### config.mk
export PLATFORM = sky130hd
export DESIGN_NAME = flacd_top
export DESIGN_NICKNAME = d
export VERILOG_FILES = /design/src/verilog/flacd_pkg.sv /design/src/verilog/flacd_div_if.sv /design/src/verilog/flacd_div.sv /design/src/verilog/flacd_top.sv
export VERILOG_INCLUDE_DIRS = /design/src /design/src/verilog
export SDC_FILE = /design/constraint.sdc
export NUM_CORES = 1
export LEC_CHECK = 0
export ABC_AREA = 1
export BUFFER_PORTS_ARGS = -buffer_cell sky130_fd_sc_hd__clkbuf_2
export CORE_AREA = 4 4 137 139
export DETAILED_ROUTE_END_ITERATION = 16
export DIE_AREA = 0 0 141 143
export PLACE_DENSITY = 0.76
export SYNTH_ARGS = -nofsm -noshare
export SYNTH_HDL_FRONTEND = slang
export SYNTH_SLANG_ARGS = --single-unit
### constraint.sdc
create_clock -name ref_clk_i -period 3.45 [get_ports ref_clk_i]
set_input_delay 0.1725 -clock ref_clk_i [delete_from_list [all_inputs] [get_ports ref_clk_i]]
set_output_delay 0.1725 -clock ref_clk_i [all_outputs]
set_load 0.005 [all_outputs]
### src/verilog/flacd_defs.svh
// offsets, field positions, reset values and loop constants of the audio clock divider
`ifndef FLACD_DEFS_SVH
`define FLACD_DEFS_SVH

`define FLACD_OFS_CPF_LOW 8'h30
`define FLACD_OFS_CPF_MID 8'h31
`define FLACD_OFS_CPF_HIGH 8'h32
`define FLACD_OFS_INC_LOW 8'h34
`define FLACD_OFS_INC_MID 8'h35
`define FLACD_OFS_INC_HIGH 8'h36
`define FLACD_OFS_BCLK_DIV 8'h38
`define FLACD_OFS_LRCLK_DIV 8'h39
`define FLACD_OFS_CTRL 8'h3a

`define FLACD_CPF_W 18
`define FLACD_INC_W 22
`define FLACD_DIV_W 6
`define FLACD_ACC_W 23
`define FLACD_TRIM_W 8

`define FLACD_BIT_LOOP_OPEN 3
`define FLACD_BIT_VREF_SEL 2
`define FLACD_BIT_LR_PHASE 1
`define FLACD_BIT_BCLK_PHASE 0

`define FLACD_RST_BCLK_DIV 6'h03
`define FLACD_RST_LRCLK_DIV 6'h10
`define FLACD_RST_CTRL 4'h0
`define FLACD_TRIM_MAX 8'sh7f
`define FLACD_TRIM_MIN (-8'sh7f)

`endif

### src/verilog/flacd_pkg.sv
// types shared by the audio clock divider modules
`default_nettype none
package flacd_pkg;
  `include "flacd_defs.svh"
  typedef logic [`FLACD_DIV_W-1:0] flacd_div_t;
  typedef logic signed [`FLACD_TRIM_W-1:0] flacd_trim_t;
endpackage
`default_nettype wire

### src/verilog/flacd_div_if.sv
// carrier between the control top and the clock division chain
`default_nettype none
interface flacd_div_if;
  import flacd_pkg::*;
  logic ce;
  logic mclk_lvl;
  logic bclk_phase;
  logic lr_phase;
  flacd_div_t bclk_div;
  flacd_div_t lrclk_div;
  logic bclk;
  logic lrclk;
  modport ctrl (output ce, mclk_lvl, bclk_phase, lr_phase, bclk_div, lrclk_div,
                input bclk, lrclk);
  modport chain (input ce, mclk_lvl, bclk_phase, lr_phase, bclk_div, lrclk_div,
                 output bclk, lrclk);
endinterface
`default_nettype wire

### src/verilog/flacd_div.sv
// binary division of the master clock into bit clock and channel clock
`default_nettype none
module flacd_div
  import flacd_pkg::*;
(
  input wire logic ref_clk_i,
  input wire logic nrst_i,
  flacd_div_if.chain dv
);
  logic mclk_prev_q;
  logic bclk_q;
  logic lrclk_q;
  flacd_div_t bcnt_q;
  flacd_div_t lcnt_q;
  logic m_edge;
  logic b_edge;

  // selected master edge: falling when phase bit is 0, rising when 1
  assign m_edge = dv.bclk_phase ? (dv.mclk_lvl & ~mclk_prev_q)
                                : (~dv.mclk_lvl & mclk_prev_q);
  // bit clock edge that moves the channel clock, judged on the new level
  assign b_edge = m_edge && (bcnt_q >= dv.bclk_div) &&
                  (dv.lr_phase ? ~bclk_q : bclk_q);

  always_ff @(posedge ref_clk_i or negedge nrst_i) begin
    if (!nrst_i) begin
      mclk_prev_q <= 1'b0;
    end else if (dv.ce) begin
      mclk_prev_q <= dv.mclk_lvl;
    end
  end

  // half period of bit_clock_divider+1 master edges gives fm / (2*(bit_clock_divider+1))
  always_ff @(posedge ref_clk_i or negedge nrst_i) begin
    if (!nrst_i) begin
      bcnt_q <= '0;
      bclk_q <= 1'b0;
    end else if (dv.ce && m_edge) begin
      if (bcnt_q >= dv.bclk_div) begin
        bcnt_q <= '0;
        bclk_q <= ~bclk_q;
      end else begin
        bcnt_q <= bcnt_q + 6'h01;
      end
    end
  end

  // half period of channel_clock_divider bit clock edges gives fb / (2*channel_clock_divider); 0 acts as 1
  always_ff @(posedge ref_clk_i or negedge nrst_i) begin
    if (!nrst_i) begin
      lcnt_q <= '0;
      lrclk_q <= 1'b0;
    end else if (dv.ce && b_edge) begin
      if (lcnt_q + 6'h01 >= dv.lrclk_div) begin
        lcnt_q <= '0;
        lrclk_q <= ~lrclk_q;
      end else begin
        lcnt_q <= lcnt_q + 6'h01;
      end
    end
  end

  assign dv.bclk = bclk_q;
  assign dv.lrclk = lrclk_q;
endmodule
`default_nettype wire

### src/verilog/flacd_top.sv
// field-locked audio master clock synthesis with register file and divider chain
`default_nettype none
// How it works
// - bit clock equals master input over two times (bit divisor plus one).
// - channel clock equals bit clock over two times channel divisor.
// - both clocks come from plain binary counting of edges.
// - divider master clock comes from its own pin, normally looped from master out.
// - master clock trimmed slowly to field rate; loop open bit stops trimming.
// - vertical reference is internal when select is 0, external pin when 1.
// - channel clock moves on falling bit clock edges at phase 0, rising at 1.
// - bit clock moves on falling master edges at phase 0, rising at 1.
// - synthesized master audio clock is driven on its own output.
// - clocks per field is 18 bits over low, mid and two high bits.
// - nominal increment is 22 bits over low, mid and six high bits.
// - master clock is an accumulator on the reference, increment scaled 2^23.
module flacd_top
  import flacd_pkg::*;
(
  input wire logic ref_clk_i,
  input wire logic nrst_i,
  input wire logic clk_en_i,
  input wire logic [7:0] reg_addr_i,
  input wire logic [7:0] reg_wdata_i,
  input wire logic reg_wr_i,
  input wire logic reg_rd_i,
  output logic [7:0] reg_rdata_o,
  input wire logic internal_vsync_i,
  input wire logic external_vsync_i,
  input wire logic divider_master_clock_in,
  output logic master_audio_clock_out,
  output logic audio_bit_clock_out,
  output logic channel_select_clock_out
);
  logic [`FLACD_CPF_W-1:0] cpf_q;
  logic [`FLACD_INC_W-1:0] inc_q;
  flacd_div_t bdiv_q;
  flacd_div_t ldiv_q;
  logic [3:0] ctrl_q;
  logic [7:0] rdata_q;
  logic [`FLACD_ACC_W-1:0] acc_q;
  logic [`FLACD_ACC_W-1:0] step;
  flacd_trim_t trim_q;
  logic [`FLACD_CPF_W-1:0] fcnt_q;
  logic mclk_prev_q;
  logic m_rise;
  logic [1:0] async_in;
  logic [1:0] sync_a_q;
  logic [1:0] sync_b_q;
  logic [`FLACD_ACC_W:0] step_wide;
  logic wr_go;
  logic vref_prev_q;
  logic vref;
  logic v_edge;
  logic loop_open;

  flacd_div_if dv ();

  assign wr_go = clk_en_i && reg_wr_i;

  // undocumented reset values chosen to give a running chain; each byte takes effect alone
  always_ff @(posedge ref_clk_i or negedge nrst_i) begin
    if (!nrst_i) begin
      cpf_q <= '0;
    end else if (wr_go) begin
      case (reg_addr_i)
        `FLACD_OFS_CPF_LOW: cpf_q[7:0] <= reg_wdata_i;
        `FLACD_OFS_CPF_MID: cpf_q[15:8] <= reg_wdata_i;
        `FLACD_OFS_CPF_HIGH: cpf_q[17:16] <= reg_wdata_i[1:0];
        default: ;
      endcase
    end
  end

  always_ff @(posedge ref_clk_i or negedge nrst_i) begin
    if (!nrst_i) begin
      inc_q <= '0;
    end else if (wr_go) begin
      case (reg_addr_i)
        `FLACD_OFS_INC_LOW: inc_q[7:0] <= reg_wdata_i;
        `FLACD_OFS_INC_MID: inc_q[15:8] <= reg_wdata_i;
        `FLACD_OFS_INC_HIGH: inc_q[21:16] <= reg_wdata_i[5:0];
        default: ;
      endcase
    end
  end

  // a divisor change is picked up at the next count compare, so no glitch handling here
  always_ff @(posedge ref_clk_i or negedge nrst_i) begin
    if (!nrst_i) begin
      bdiv_q <= `FLACD_RST_BCLK_DIV;
      ldiv_q <= `FLACD_RST_LRCLK_DIV;
    end else if (wr_go) begin
      case (reg_addr_i)
        `FLACD_OFS_BCLK_DIV: bdiv_q <= reg_wdata_i[5:0];
        `FLACD_OFS_LRCLK_DIV: ldiv_q <= reg_wdata_i[5:0];
        default: ;
      endcase
    end
  end

  // control bits act on the next edge; the chain reads the phase bits directly
  always_ff @(posedge ref_clk_i or negedge nrst_i) begin
    if (!nrst_i) begin
      ctrl_q <= `FLACD_RST_CTRL;
    end else if (wr_go && (reg_addr_i == `FLACD_OFS_CTRL)) begin
      ctrl_q <= reg_wdata_i[3:0];
    end
  end

  // reads answer one cycle after the strobe; unused bits and offsets read zero
  always_ff @(posedge ref_clk_i or negedge nrst_i) begin
    if (!nrst_i) begin
      rdata_q <= 8'h00;
    end else if (clk_en_i && reg_rd_i) begin
      case (reg_addr_i)
        `FLACD_OFS_CPF_LOW: rdata_q <= cpf_q[7:0];
        `FLACD_OFS_CPF_MID: rdata_q <= cpf_q[15:8];
        `FLACD_OFS_CPF_HIGH: rdata_q <= {6'h00, cpf_q[17:16]};
        `FLACD_OFS_INC_LOW: rdata_q <= inc_q[7:0];
        `FLACD_OFS_INC_MID: rdata_q <= inc_q[15:8];
        `FLACD_OFS_INC_HIGH: rdata_q <= {2'h0, inc_q[21:16]};
        `FLACD_OFS_BCLK_DIV: rdata_q <= {2'h0, bdiv_q};
        `FLACD_OFS_LRCLK_DIV: rdata_q <= {2'h0, ldiv_q};
        `FLACD_OFS_CTRL: rdata_q <= {4'h0, ctrl_q};
        default: rdata_q <= 8'h00;
      endcase
    end
  end
  assign reg_rdata_o = rdata_q;

  // pins from other domains pass two flops; only the second stage is read
  assign async_in = {external_vsync_i, divider_master_clock_in};
  for (genvar g = 0; g < 2; g++) begin : g_sync
    always_ff @(posedge ref_clk_i or negedge nrst_i) begin
      if (!nrst_i) begin
        sync_a_q[g] <= 1'b0;
        sync_b_q[g] <= 1'b0;
      end else if (clk_en_i) begin
        sync_a_q[g] <= async_in[g];
        sync_b_q[g] <= sync_a_q[g];
      end
    end
  end

  assign loop_open = ctrl_q[`FLACD_BIT_LOOP_OPEN];
  // internal vertical comes from logic on this clock, so no synchroniser
  assign vref = ctrl_q[`FLACD_BIT_VREF_SEL] ? sync_b_q[1] : internal_vsync_i;
  assign v_edge = vref & ~vref_prev_q;

  // accumulator carry rate is inc/2^23 of the reference, msb is the clock
  // a negative trim beyond the increment would wrap to a huge step, so the step stops at zero
  assign step_wide = {2'b00, inc_q} + {{(`FLACD_ACC_W+1-`FLACD_TRIM_W){trim_q[7]}}, trim_q};
  assign step = step_wide[`FLACD_ACC_W] ? '0 : step_wide[`FLACD_ACC_W-1:0];
  always_ff @(posedge ref_clk_i or negedge nrst_i) begin
    if (!nrst_i) begin
      acc_q <= '0;
    end else if (clk_en_i) begin
      acc_q <= acc_q + step;
    end
  end
  assign master_audio_clock_out = acc_q[`FLACD_ACC_W-1];

  // previous levels for the master and field edge detectors
  always_ff @(posedge ref_clk_i or negedge nrst_i) begin
    if (!nrst_i) begin
      mclk_prev_q <= 1'b0;
      vref_prev_q <= 1'b0;
    end else if (clk_en_i) begin
      mclk_prev_q <= acc_q[`FLACD_ACC_W-1];
      vref_prev_q <= vref;
    end
  end
  assign m_rise = acc_q[`FLACD_ACC_W-1] & ~mclk_prev_q;

  // master clocks counted per field against the programmed target; saturates on a lost field
  always_ff @(posedge ref_clk_i or negedge nrst_i) begin
    if (!nrst_i) begin
      fcnt_q <= '0;
    end else if (clk_en_i) begin
      if (v_edge) begin
        fcnt_q <= '0;
      end else if (m_rise && (fcnt_q != '1)) begin
        fcnt_q <= fcnt_q + 18'h00001;
      end
    end
  end

  // one step of trim per field keeps the loop very slow and free of jitter
  always_ff @(posedge ref_clk_i or negedge nrst_i) begin
    if (!nrst_i) begin
      trim_q <= '0;
    end else if (clk_en_i) begin
      if (loop_open) begin
        trim_q <= '0;
      end else if (v_edge) begin
        if (fcnt_q > cpf_q && trim_q != `FLACD_TRIM_MIN) begin
          trim_q <= trim_q - 8'sh01;
        end else if (fcnt_q < cpf_q && trim_q != `FLACD_TRIM_MAX) begin
          trim_q <= trim_q + 8'sh01;
        end
      end
    end
  end

  // the chain freezes with the rest of the block while the enable is low
  assign dv.ce = clk_en_i;
  assign dv.mclk_lvl = sync_b_q[0];
  assign dv.bclk_phase = ctrl_q[`FLACD_BIT_BCLK_PHASE];
  assign dv.lr_phase = ctrl_q[`FLACD_BIT_LR_PHASE];
  assign dv.bclk_div = bdiv_q;
  assign dv.lrclk_div = ldiv_q;

  flacd_div u_div (
    .ref_clk_i(ref_clk_i),
    .nrst_i(nrst_i),
    .dv(dv.chain)
  );

  assign audio_bit_clock_out = dv.bclk;
  assign channel_select_clock_out = dv.lrclk;
endmodule
`default_nettype wire

==> impl_results.rst, run 1 <==
.. list-table::
   :header-rows: 1

   * - Metric
     - Value
   * - H-Tree Depth
     - 4
   * - Capturing element type of the critical path
     - flip-flop
   * - Max Cap Viol
     - 0
   * - Post-route ant nets
     - 0
   * - Most common flop cell mapped by yosys
     - sky130_fd_sc_hd__dfrtp_1
   * - RSZ-0062 raised after global routing
     - true
   * - HPWL after detailed placement
     - roughly 22000 µm
   * - Worst Path Arrival
     - about 4.0 ns
   * - Global placer's final weighted congestion
     - around 0.99
   * - Flip-flop and latch count after synthesis
     - ~130
   * - Power density normalized to cell area
     - around 850 mW/mm²
   * - Via count of the first global-routing pass
     - 10000
   * - Final core occ
     - 0.763
   * - Detailed router's first-iteration violation count
     - between 1000 and 1500
   * - Clock Latency Late Sink
     - roughly 0.43 ns
   * - 1st-pass router iterations
     - 6
   * - I/O Buffers
     - 34
   * - Yosys warnings
     - 0
   * - Period Utilization, post-route
     - 1.08
   * - Effective utilization at floorplan
     - 0.561
   * - Root buffer cell
     - sky130_fd_sc_hd__clkbuf_16
   * - Number of instances on the worst hold path
     - 3
   * - Pin count of the biggest net entering global routing
     - 75
   * - Drc violations
     - 0
   * - Final hold violation count
     - 0
   * - Worst Setup Slack, final
     - -0.261 ns
   * - Violations in the final reports
     - negative setup slack
   * - Maximum buffer depth of the clock tree
     - 2
   * - Post-synthesis area per instance
     - between 7 and 8 µm²
   * - Clock buffers created by TritonCTS
     - 17
   * - Worst Hold Class
     - in2reg
   * - Net count after synthesis
     - 1467
   * - P&R area growth vs syn
     - 36.0%
   * - Post-synth cell types
     - 62
   * - Clock Sink Count
     - approximately 130
   * - Clock period minus worst slack
     - approximately 3.7 ns
   * - Run status
     - finished with violations
   * - Post-Synthesis Cell Area
     - between 0.009 and 0.01 mm²
   * - Final Non-Filler Cells
     - about 1800
   * - Placed Cells incl. Taps
     - between 1500 and 2000
   * - Routed wire per std cell
     - ~19 µm
   * - Cell row count
     - 49
   * - Floorplan die area
     - 0.0202 mm²
   * - Crit path max fanout
     - 7
   * - Wire length of the first global-routing pass
     - 48600 µm
   * - Fraction of post-synthesis cell area in the top cell type by area
     - 0.331
   * - Diode insertion count for antenna repair
     - 0
   * - Proportion of register bits with asynchronous set or reset after synthesis
     - 1.00
   * - All-Layer GR Usage
     - 0.300
   * - Max Clk Rate
     - 269 MHz
   * - Clock transition at the register clock pins on the worst setup and hold paths after CTS
     - about 0.070 ns
   * - Core Box Area
     - between 0.015 and 0.02 mm²
   * - Reported leakage power
     - 6.65 nW
   * - Top-level port count
     - 35
   * - Initial antenna violation count
     - 0
   * - Chip Width
     - between 100 and 150 µm
   * - Post-synth EDFFs
     - 0
   * - Total wirelength of the detailed-routed design
     - 34500 µm
   * - Setup violators final
     - 17
   * - Share of layout cells above drive strength 1
     - 0.312
   * - TritonCTS clock tree
     - built
   * - Post-layout nets
     - about 1700
   * - Cells on worst reg2reg path
     - 24
   * - Biggest area consumer among synthesized cells
     - sky130_fd_sc_hd__dfrtp_1
   * - Nature of the critical path startpoint
     - flip-flop
   * - Total of fill cells in the finished design
     - ~1100
   * - Largest cells by area after synthesis
     - sky130_fd_sc_hd__dfrtp_1, sky130_fd_sc_hd__nand2_1, sky130_fd_sc_hd__ha_1
   * - Worst setup path category
     - reg2reg
   * - Headroom to the max-slew limit
     - 0.378
   * - Final Max Tran Viols
     - 0
   * - Total via count after detailed routing
     - between 10000 and 15000
   * - Pin slew with the least headroom to its limit
     - roughly 0.93 ns
   * - Endpoint required time on the critical path
     - between 3 and 4 ns
   * - Global route total overflow
     - 0
   * - Average via count per standard cell
     - 5.92
   * - VDD IR-drop max
     - 0.706 mV
   * - Worst clock skew
     - approximately 0.012 ns
   * - Synthesized netlist cell count
     - ~1400
   * - Sequential-to-total area share from yosys stat
     - 0.339
   * - Die height
     - around 140 µm
layout by cell type (no fill, tap or decap), types with 4 or more instances in the layout:
| master | n |
|---|---|
| sky130_fd_sc_hd__a21o_1 | 7 |
| sky130_fd_sc_hd__a21oi_1 | 37 |
| sky130_fd_sc_hd__a21oi_2 | 23 |
| sky130_fd_sc_hd__a21oi_4 | 6 |
| sky130_fd_sc_hd__a31oi_1 | 6 |
| sky130_fd_sc_hd__buf_4 | 175 |
| sky130_fd_sc_hd__buf_6 | 15 |
| sky130_fd_sc_hd__bufinv_16 | 5 |
| sky130_fd_sc_hd__clkbuf_16 | 17 |
| sky130_fd_sc_hd__clkbuf_2 | 33 |
| sky130_fd_sc_hd__clkinv_4 | 4 |
| sky130_fd_sc_hd__dfrtp_1 | 124 |
| sky130_fd_sc_hd__dfrtp_2 | 7 |
| sky130_fd_sc_hd__ha_1 | 54 |
| sky130_fd_sc_hd__ha_4 | 30 |
| sky130_fd_sc_hd__inv_1 | 150 |
| sky130_fd_sc_hd__inv_2 | 24 |
| sky130_fd_sc_hd__nand2_1 | 336 |
| sky130_fd_sc_hd__nand2_2 | 41 |
| sky130_fd_sc_hd__nand2_4 | 15 |
| sky130_fd_sc_hd__nand3_1 | 37 |
| sky130_fd_sc_hd__nand3_2 | 16 |
| sky130_fd_sc_hd__nand3b_1 | 5 |
| sky130_fd_sc_hd__nand4_1 | 28 |
| sky130_fd_sc_hd__nor2_1 | 85 |
| sky130_fd_sc_hd__nor2_2 | 16 |
| sky130_fd_sc_hd__nor2_4 | 17 |
| sky130_fd_sc_hd__nor3_1 | 20 |
| sky130_fd_sc_hd__nor3_2 | 5 |
| sky130_fd_sc_hd__o21ai_0 | 44 |
| sky130_fd_sc_hd__o21ai_1 | 67 |
| sky130_fd_sc_hd__o21ai_2 | 11 |
| sky130_fd_sc_hd__o21bai_2 | 4 |
| sky130_fd_sc_hd__o22ai_1 | 8 |
| sky130_fd_sc_hd__o31ai_1 | 9 |
| sky130_fd_sc_hd__xnor2_1 | 14 |
| sky130_fd_sc_hd__xor2_1 | 28 |
flip-flops by register name, summed over array words and instances, names as in the netlist, 8 cells and up:
name,count
acc_q,23
cpf_q,18
fcnt_q,18
inc_q,22
reg_rdata_o,8
trim_q,8
report_power, final:
group	total (mW)	internal (mW)	switching [mW]	leakage (nW)
clock	2.07	1.29	0.773	0.313
combinational	7.29	3.36	3.93	4.57
sequential	2.10	1.83	0.273	1.77
total	11.5	6.49	4.97	6.65
repair_timing:
action,CTS,global route
hold buffers,3,0
gates resized for setup,80,173
endpoints found under the hold margin,71,0
buffers inserted,33,30
pin swaps,42,94
endpoints found under the setup margin,19,21
synth_stat cells, types with 2 or more instances:
master / instances
sky130_fd_sc_hd__o22ai_1: 8
sky130_fd_sc_hd__o21a_1: 3
sky130_fd_sc_hd__clkinv_1: 3
sky130_fd_sc_hd__dfstp_2: 3
sky130_fd_sc_hd__nand3_2: 5
sky130_fd_sc_hd__dfrtp_1: 131
sky130_fd_sc_hd__a211oi_1: 2
sky130_fd_sc_hd__nand2_2: 14
sky130_fd_sc_hd__nand4_1: 28
sky130_fd_sc_hd__buf_6: 5
sky130_fd_sc_hd__o21ai_2: 7
sky130_fd_sc_hd__o31ai_2: 3
sky130_fd_sc_hd__inv_1: 165
sky130_fd_sc_hd__nor2_4: 2
sky130_fd_sc_hd__buf_4: 2
sky130_fd_sc_hd__nor3b_1: 3
sky130_fd_sc_hd__o21ai_0: 56
sky130_fd_sc_hd__nand3b_1: 5
sky130_fd_sc_hd__clkbuf_1: 7
sky130_fd_sc_hd__inv_2: 11
sky130_fd_sc_hd__nor3_1: 24
sky130_fd_sc_hd__a31oi_1: 7
sky130_fd_sc_hd__fa_1: 3
sky130_fd_sc_hd__o21bai_1: 6
sky130_fd_sc_hd__nand2_1: 376
sky130_fd_sc_hd__or2_1: 2
sky130_fd_sc_hd__nand3_1: 48
sky130_fd_sc_hd__nor4_1: 5
sky130_fd_sc_hd__nor3_2: 3
sky130_fd_sc_hd__o31ai_1: 9
sky130_fd_sc_hd__o21ai_1: 60
sky130_fd_sc_hd__a21o_1: 7
sky130_fd_sc_hd__xor2_1: 29
sky130_fd_sc_hd__xnor2_1: 17
sky130_fd_sc_hd__a21oi_1: 64
sky130_fd_sc_hd__ha_1: 84
sky130_fd_sc_hd__o2111ai_1: 3
sky130_fd_sc_hd__buf_2: 6
sky130_fd_sc_hd__nor2_1: 111
sky130_fd_sc_hd__or2_0: 2
sky130_fd_sc_hd__nor2_2: 5
sky130_fd_sc_hd__nand2_4: 2
critical path, cell delays in order, from the launching register on:
cell and delay (ns):
sky130_fd_sc_hd__dfrtp_2 0.48, sky130_fd_sc_hd__buf_12 0.18, sky130_fd_sc_hd__ha_4 0.24, sky130_fd_sc_hd__nand2_2 0.07, sky130_fd_sc_hd__nand2_2 0.05, sky130_fd_sc_hd__nand2_1 0.07
sky130_fd_sc_hd__nand2_2 0.08, sky130_fd_sc_hd__nand2_2 0.09, sky130_fd_sc_hd__nand2_2 0.06, sky130_fd_sc_hd__nand2_2 0.07, sky130_fd_sc_hd__nand4_1 0.14, sky130_fd_sc_hd__inv_2 0.12
sky130_fd_sc_hd__nor2_4 0.07, sky130_fd_sc_hd__buf_4 0.13, sky130_fd_sc_hd__nor2_1 0.26, sky130_fd_sc_hd__ha_1 0.36, sky130_fd_sc_hd__nand2_2 0.12, sky130_fd_sc_hd__inv_1 0.04
sky130_fd_sc_hd__nand2_1 0.10, sky130_fd_sc_hd__inv_1 0.07, sky130_fd_sc_hd__a21oi_1 0.18, sky130_fd_sc_hd__nand3_1 0.15, sky130_fd_sc_hd__or2_2 0.31, sky130_fd_sc_hd__nand3_1 0.08
sky130_fd_sc_hd__nand2_1 0.06
path summary, 6_finish.rpt:
| path | from | endpoint | slack [ns] |
|---|---|---|---|
| setup / recovery | trim_q[7] | acc_q[17] | -0.26 |
| hold / removal | reg_wdata_i[6] | cpf_q[6] | 0.09 |
| setup reg to reg | trim_q[7] | acc_q[17] | -0.26 |
| hold reg to reg | u_div.dv.lrclk | u_div.dv.lrclk | 0.48 |
| max in group asynchronous | nrst_i | dv.lrclk_div[4] | 2.25 |
| min in group asynchronous | nrst_i | acc_q[4] | 0.31 |
layout make-up:
cell class / instances / area [µm²] / share of cell area
timing repair buffer: 228 / 1710 / 0.127
clock buffer: 18 / 429 / 0.0319
tap: 229 / 287 / 0.0213
sequential: 134 / 3370 / 0.250
inverter: 180 / 684 / 0.0508
multi-input combinational: 1021 / 6770 / 0.502
clock inverter: 13 / 221 / 0.0164
logic make-up (layout without fill, tap and decap cells):
| group | count (synthesis) | count (layout) | share of synthesized area |
|---|---|---|---|
| xor gates and xnor gates | 46 | 46 | 0.0407 |
| and+or+nand+nor | 643 | 643 | 0.283 |
| DFF | 134 | 134 | 0.339 |
| AOI/OAI and AO/OA | 245 | 245 | 0.144 |
| buffers and inverters | 201 | 439 | 0.0816 |
| adders and majority gates | 87 | 87 | 0.112 |
metal layers:
layer  track usage  vias up  wire, µm
met4         0.146        0      2400
met5             0        -         0
met2         0.518      638     16500
met1         0.368     5006     12900
met3        0.0479      214      2660
li1              -     4935         -
stage by stage:
| stage | power [mW] | setup TNS (ns) | instance area [µm²] | hold slack [ns] | setup slack (ns) |
|---|---|---|---|---|---|
| 2_1_floorplan | 5.05 | 0 | 9910 | -0.123 | 0.0394 |
| 3_3_place_gp | 6.76 | -1.83 | 11200 | 0.250 | -0.342 |
| 3_5_place_dp | 6.89 | -3.29 | 11200 | 0.248 | -0.436 |
| 4_1_cts | 9.63 | -0.00955 | 12500 | 0.0857 | -0.00490 |
| 5_1_grt | 12.1 | -4.60 | 13500 | 0.0797 | -0.397 |
| 6_report | 11.5 | -2.29 | 13500 | 0.0875 | -0.261 |
Note: power is estimated with default switching activity, not from simulation.
==> run 2, diff against run 1 <==
--- a/config.mk
+++ b/config.mk
@@ -8,10 +8,11 @@
 export LEC_CHECK = 0
 export ABC_AREA = 1
 export BUFFER_PORTS_ARGS = -buffer_cell sky130_fd_sc_hd__clkbuf_2
-export CORE_AREA = 4 4 137 139
+export CORE_AREA = 4 4 138 140
 export DETAILED_ROUTE_END_ITERATION = 16
-export DIE_AREA = 0 0 141 143
+export DIE_AREA = 0 0 142 144
 export PLACE_DENSITY = 0.76
 export SYNTH_ARGS = -nofsm -noshare
 export SYNTH_HDL_FRONTEND = slang
+export SYNTH_HIERARCHICAL = 1
 export SYNTH_SLANG_ARGS = --single-unit
==> run 2 against run 1 <==
Compared with the run above: the flow still finishes with violations (negative setup slack); total power grew 12%; critical path depth grew 2; sequential power grew 9%; largest cell class unchanged.
==> impl_results.rst, run 2 <==
.. list-table::
   :header-rows: 1

   * - Metric
     - Value
   * - I/O Buffers
     - 34
   * - Proportion of register bits with asynchronous set or reset after synthesis
     - 1.00
   * - Launch instance of the worst min-delay path
     - reg_wdata_i[7]
   * - P&R area growth vs syn
     - 35.5%
   * - All-Layer GR Usage
     - 0.302
   * - Max Clk Rate
     - 252 MHz
   * - TritonCTS clock tree
     - built
   * - 1st-pass router iterations
     - 6
   * - Most frequent standard cell in the layout excluding fill and tap cells
     - sky130_fd_sc_hd__nand2_1
   * - Setup violators final
     - 17
   * - Worst Setup Slack, final
     - -0.525 ns
   * - R2R setup slack
     - -0.52 ns
   * - Final core occ
     - 0.757
   * - Capturing element of the worst setup path
     - acc_q[22]
   * - Crit path max fanout
     - 4
   * - Initial antenna violation count
     - 0
   * - Worst clock skew
     - around 0.015 ns
   * - VDD IR-drop max
     - 0.921 mV
   * - Biggest area consumer among synthesized cells
     - sky130_fd_sc_hd__dfrtp_1
   * - Multi-input gate area in the final layout
     - ~0.0069 mm²
   * - Clock buffers created by TritonCTS
     - 17
   * - Total via count after detailed routing
     - 11200
   * - Clock transition at the register clock pins on the worst setup and hold paths after CTS
     - about 0.070 ns
   * - Detailed router's first-iteration violation count
     - 1247
   * - Largest cells by area after synthesis
     - sky130_fd_sc_hd__dfrtp_1, sky130_fd_sc_hd__nand2_1, sky130_fd_sc_hd__ha_1
   * - Final hold violation count
     - 0
   * - Share of layout cells above drive strength 1
     - 0.295
   * - Cells on worst reg2reg path
     - 26
   * - Top post-synthesis cells by count
     - sky130_fd_sc_hd__nand2_1, sky130_fd_sc_hd__inv_1, sky130_fd_sc_hd__dfrtp_1
   * - Total negative slack for setup checks
     - -3.79 ns
   * - Area occupied by registers
     - 0.00336 mm²
   * - Start point of the critical path
     - trim_q[7]
   * - Total wirelength of the detailed-routed design
     - about 35000 µm
   * - Synthesized netlist cell count
     - between 1000 and 1500
   * - Global placer's final weighted congestion
     - a little over 0.9
   * - Wire length of the first global-routing pass
     - about 50000 µm
   * - Cell row count
     - approximately 50
   * - Reg-to-Reg Start
     - trim_q[7]
   * - Register with the highest flop count
     - acc_q
   * - Post-Synthesis Cell Area
     - 0.00997 mm²
   * - Diode insertion count for antenna repair
     - 0
   * - Sequential-to-total area share from yosys stat
     - 0.337
   * - Die height
     - 144 µm
   * - Effective utilization at floorplan
     - 0.559
   * - Fraction of post-synthesis cell area in the top cell type by area
     - 0.329
   * - Clock Latency Late Sink
     - ~0.45 ns
   * - Core Box Area
     - 0.0178 mm²
   * - Post-synthesis area per instance
     - 7.17 µm²
   * - H-Tree Depth
     - 4
   * - Headroom to the max-slew limit
     - 0.504
   * - Maximum buffer depth of the clock tree
     - 2
   * - Root buffer cell
     - sky130_fd_sc_hd__clkbuf_16
   * - Reported leakage power
     - 6.62 nW
   * - Placed Cells incl. Taps
     - 1766
   * - Post-layout nets
     - between 1500 and 2000
   * - Period Utilization, post-route
     - 1.15
   * - HPWL after detailed placement
     - 21000 µm
   * - Nature of the critical path startpoint
     - flip-flop
   * - Biggest registers after layout
     - acc_q (23), inc_q (22)
   * - Pin slew with the least headroom to its limit
     - approximately 0.74 ns
   * - Chip Width
     - between 100 and 150 µm
   * - Average via count per standard cell
     - just over 6
   * - Max Cap Viol
     - 0
   * - Post-synth cell types
     - 55
   * - Via count of the first global-routing pass
     - between 10000 and 15000
   * - Run status
     - finished with violations
   * - Pin count of the biggest net entering global routing
     - 73
   * - Clock Sink Count
     - 134
   * - Top-level port count
     - 35
   * - Global route total overflow
     - 0
   * - Post-synth EDFFs
     - 0
   * - Final Max Tran Viols
     - 0
   * - Drc violations
     - 0
   * - Endpoint required time on the critical path
     - 3.77 ns
   * - Net count after synthesis
     - between 1500 and 2000
   * - Power density normalized to cell area
     - between 900 and 1000 mW/mm²
   * - Routed wire per std cell
     - roughly 19 µm
   * - Worst Hold Class
     - in2reg
   * - Worst reg2reg endpoint
     - acc_q[22]
   * - Capturing element type of the critical path
     - flip-flop
   * - Yosys warnings
     - 6
   * - Clock period minus worst slack
     - 3.97 ns
   * - Most common flop cell mapped by yosys
     - sky130_fd_sc_hd__dfrtp_1
   * - Count leader, synth
     - sky130_fd_sc_hd__nand2_1
   * - Worst Path Arrival
     - 4.29 ns
   * - Number of instances on the worst hold path
     - 3
   * - Floorplan die area
     - 0.0204 mm²
   * - Total of fill cells in the finished design
     - around 1100
   * - Final Non-Filler Cells
     - 1854
   * - Violations in the final reports
     - negative setup slack
   * - Flip-flop and latch count after synthesis
     - between 100 and 150
   * - Worst setup path category
     - reg2reg
   * - Largest register FFs
     - 23
   * - Hold_ws
     - slightly below 0.06 ns
   * - Commonest cells after routing, fill and taps aside
     - sky130_fd_sc_hd__nand2_1, sky130_fd_sc_hd__buf_4, sky130_fd_sc_hd__inv_1, sky130_fd_sc_hd__dfrtp_1, sky130_fd_sc_hd__o21ai_0
   * - Post-route ant nets
     - 0
   * - RSZ-0062 raised after global routing
     - true
## run 2: layout make-up
| cell class | count | area share |
|---|---|---|
| clock inverters | 14 | 0.00926 |
| clock buffers | 18 | 0.0325 |
| well taps | 229 | 0.0212 |
| inverters | 173 | 0.0481 |
| flip-flops and latches | 134 | 0.249 |
| multi-input cells | 1059 | 0.509 |
| repair buffers | 227 | 0.131 |
## run 2: power by group
group	leakage [nW]	switching (mW)	internal [mW]
combinational	4.58	4.81	3.95
clock	0.273	0.802	1.02
sequential	1.77	0.381	1.91
total	6.62	5.99	6.88
## run 2: cell families (layout without fill, tap and decap cells)
kind of cell,Yosys count,after routing,share of synthesized area
AO/OA/AOI/OAI,227,227,0.132
adder cells (fa/ha/maj),87,87,0.111
XOR/XNOR,47,47,0.0413
AND/OR/NAND/NOR,698,698,0.299
flip-flops,134,134,0.337
buffers and inverters,197,432,0.0797
## run 2: repair_timing
action,CTS,global route
endpoints found under the hold margin,71,0
resized for setup,124,105
setup endpoints to repair,18,21
pin swaps,66,64
hold buffers,3,0
buffers inserted,33,20
gates cloned,2,0
## run 2: through the flow
step,power [mW],area (µm²),setup WS [ns]
global route,13.6,13500,-0.749
floorplan,6.22,10200,0.0241
global placement,8.30,11500,-0.345
detailed placement,8.49,11500,-0.443
CTS,11.3,12900,-0.0301
finish,12.9,13500,-0.525
## run 2: how the worst min path moves through the flow
| stage | slack (ns) | endpoint |
|---|---|---|
| 6_report | 0.06 | cpf_q[15] |
| 5_1_grt | 0.1 | inc_q[7] |
| 4_1_cts | 0.07 | inc_q[15] |
| 3_5_place_dp | 0.24 | acc_q[20] |
| 3_3_place_gp | 0.23 | acc_q[20] |
| 2_1_floorplan | -0.12 | acc_q[0] |
## run 2: critical path, cell delays in order, from the launching register on
cell,delay (ns)
sky130_fd_sc_hd__dfrtp_4,0.52
sky130_fd_sc_hd__buf_6,0.16
sky130_fd_sc_hd__ha_4,0.23
sky130_fd_sc_hd__nand2_1,0.07
sky130_fd_sc_hd__nand2_1,0.10
sky130_fd_sc_hd__buf_4,0.15
sky130_fd_sc_hd__nor2_1,0.12
sky130_fd_sc_hd__o21ai_0,0.09
sky130_fd_sc_hd__buf_4,0.15
sky130_fd_sc_hd__a21oi_2,0.13
sky130_fd_sc_hd__or2_1,0.19
sky130_fd_sc_hd__nand3b_1,0.17
sky130_fd_sc_hd__nand2_2,0.13
sky130_fd_sc_hd__nor2_4,0.05
sky130_fd_sc_hd__ha_4,0.28
sky130_fd_sc_hd__nand2_4,0.06
sky130_fd_sc_hd__buf_4,0.16
sky130_fd_sc_hd__nor2_4,0.14
sky130_fd_sc_hd__nand2_2,0.09
sky130_fd_sc_hd__nor2_1,0.16
sky130_fd_sc_hd__nand2_1,0.12
sky130_fd_sc_hd__nand3_2,0.10
sky130_fd_sc_hd__inv_1,0.08
sky130_fd_sc_hd__nand2_2,0.09
sky130_fd_sc_hd__nand3_1,0.09
sky130_fd_sc_hd__nand2_1,0.11
sky130_fd_sc_hd__nand2_1,0.10
## run 2: routing by layer
metal  part of all wire  routed length (µm)  global-route usage  up-vias
met3              0.096                3380              0.0575      230
met5                  0                   0                   0        -
met2               0.46               16400               0.501      725
met1               0.38               13500               0.395     5246
met4              0.058                2060               0.116        0
li1                   -                   -                   -     4991
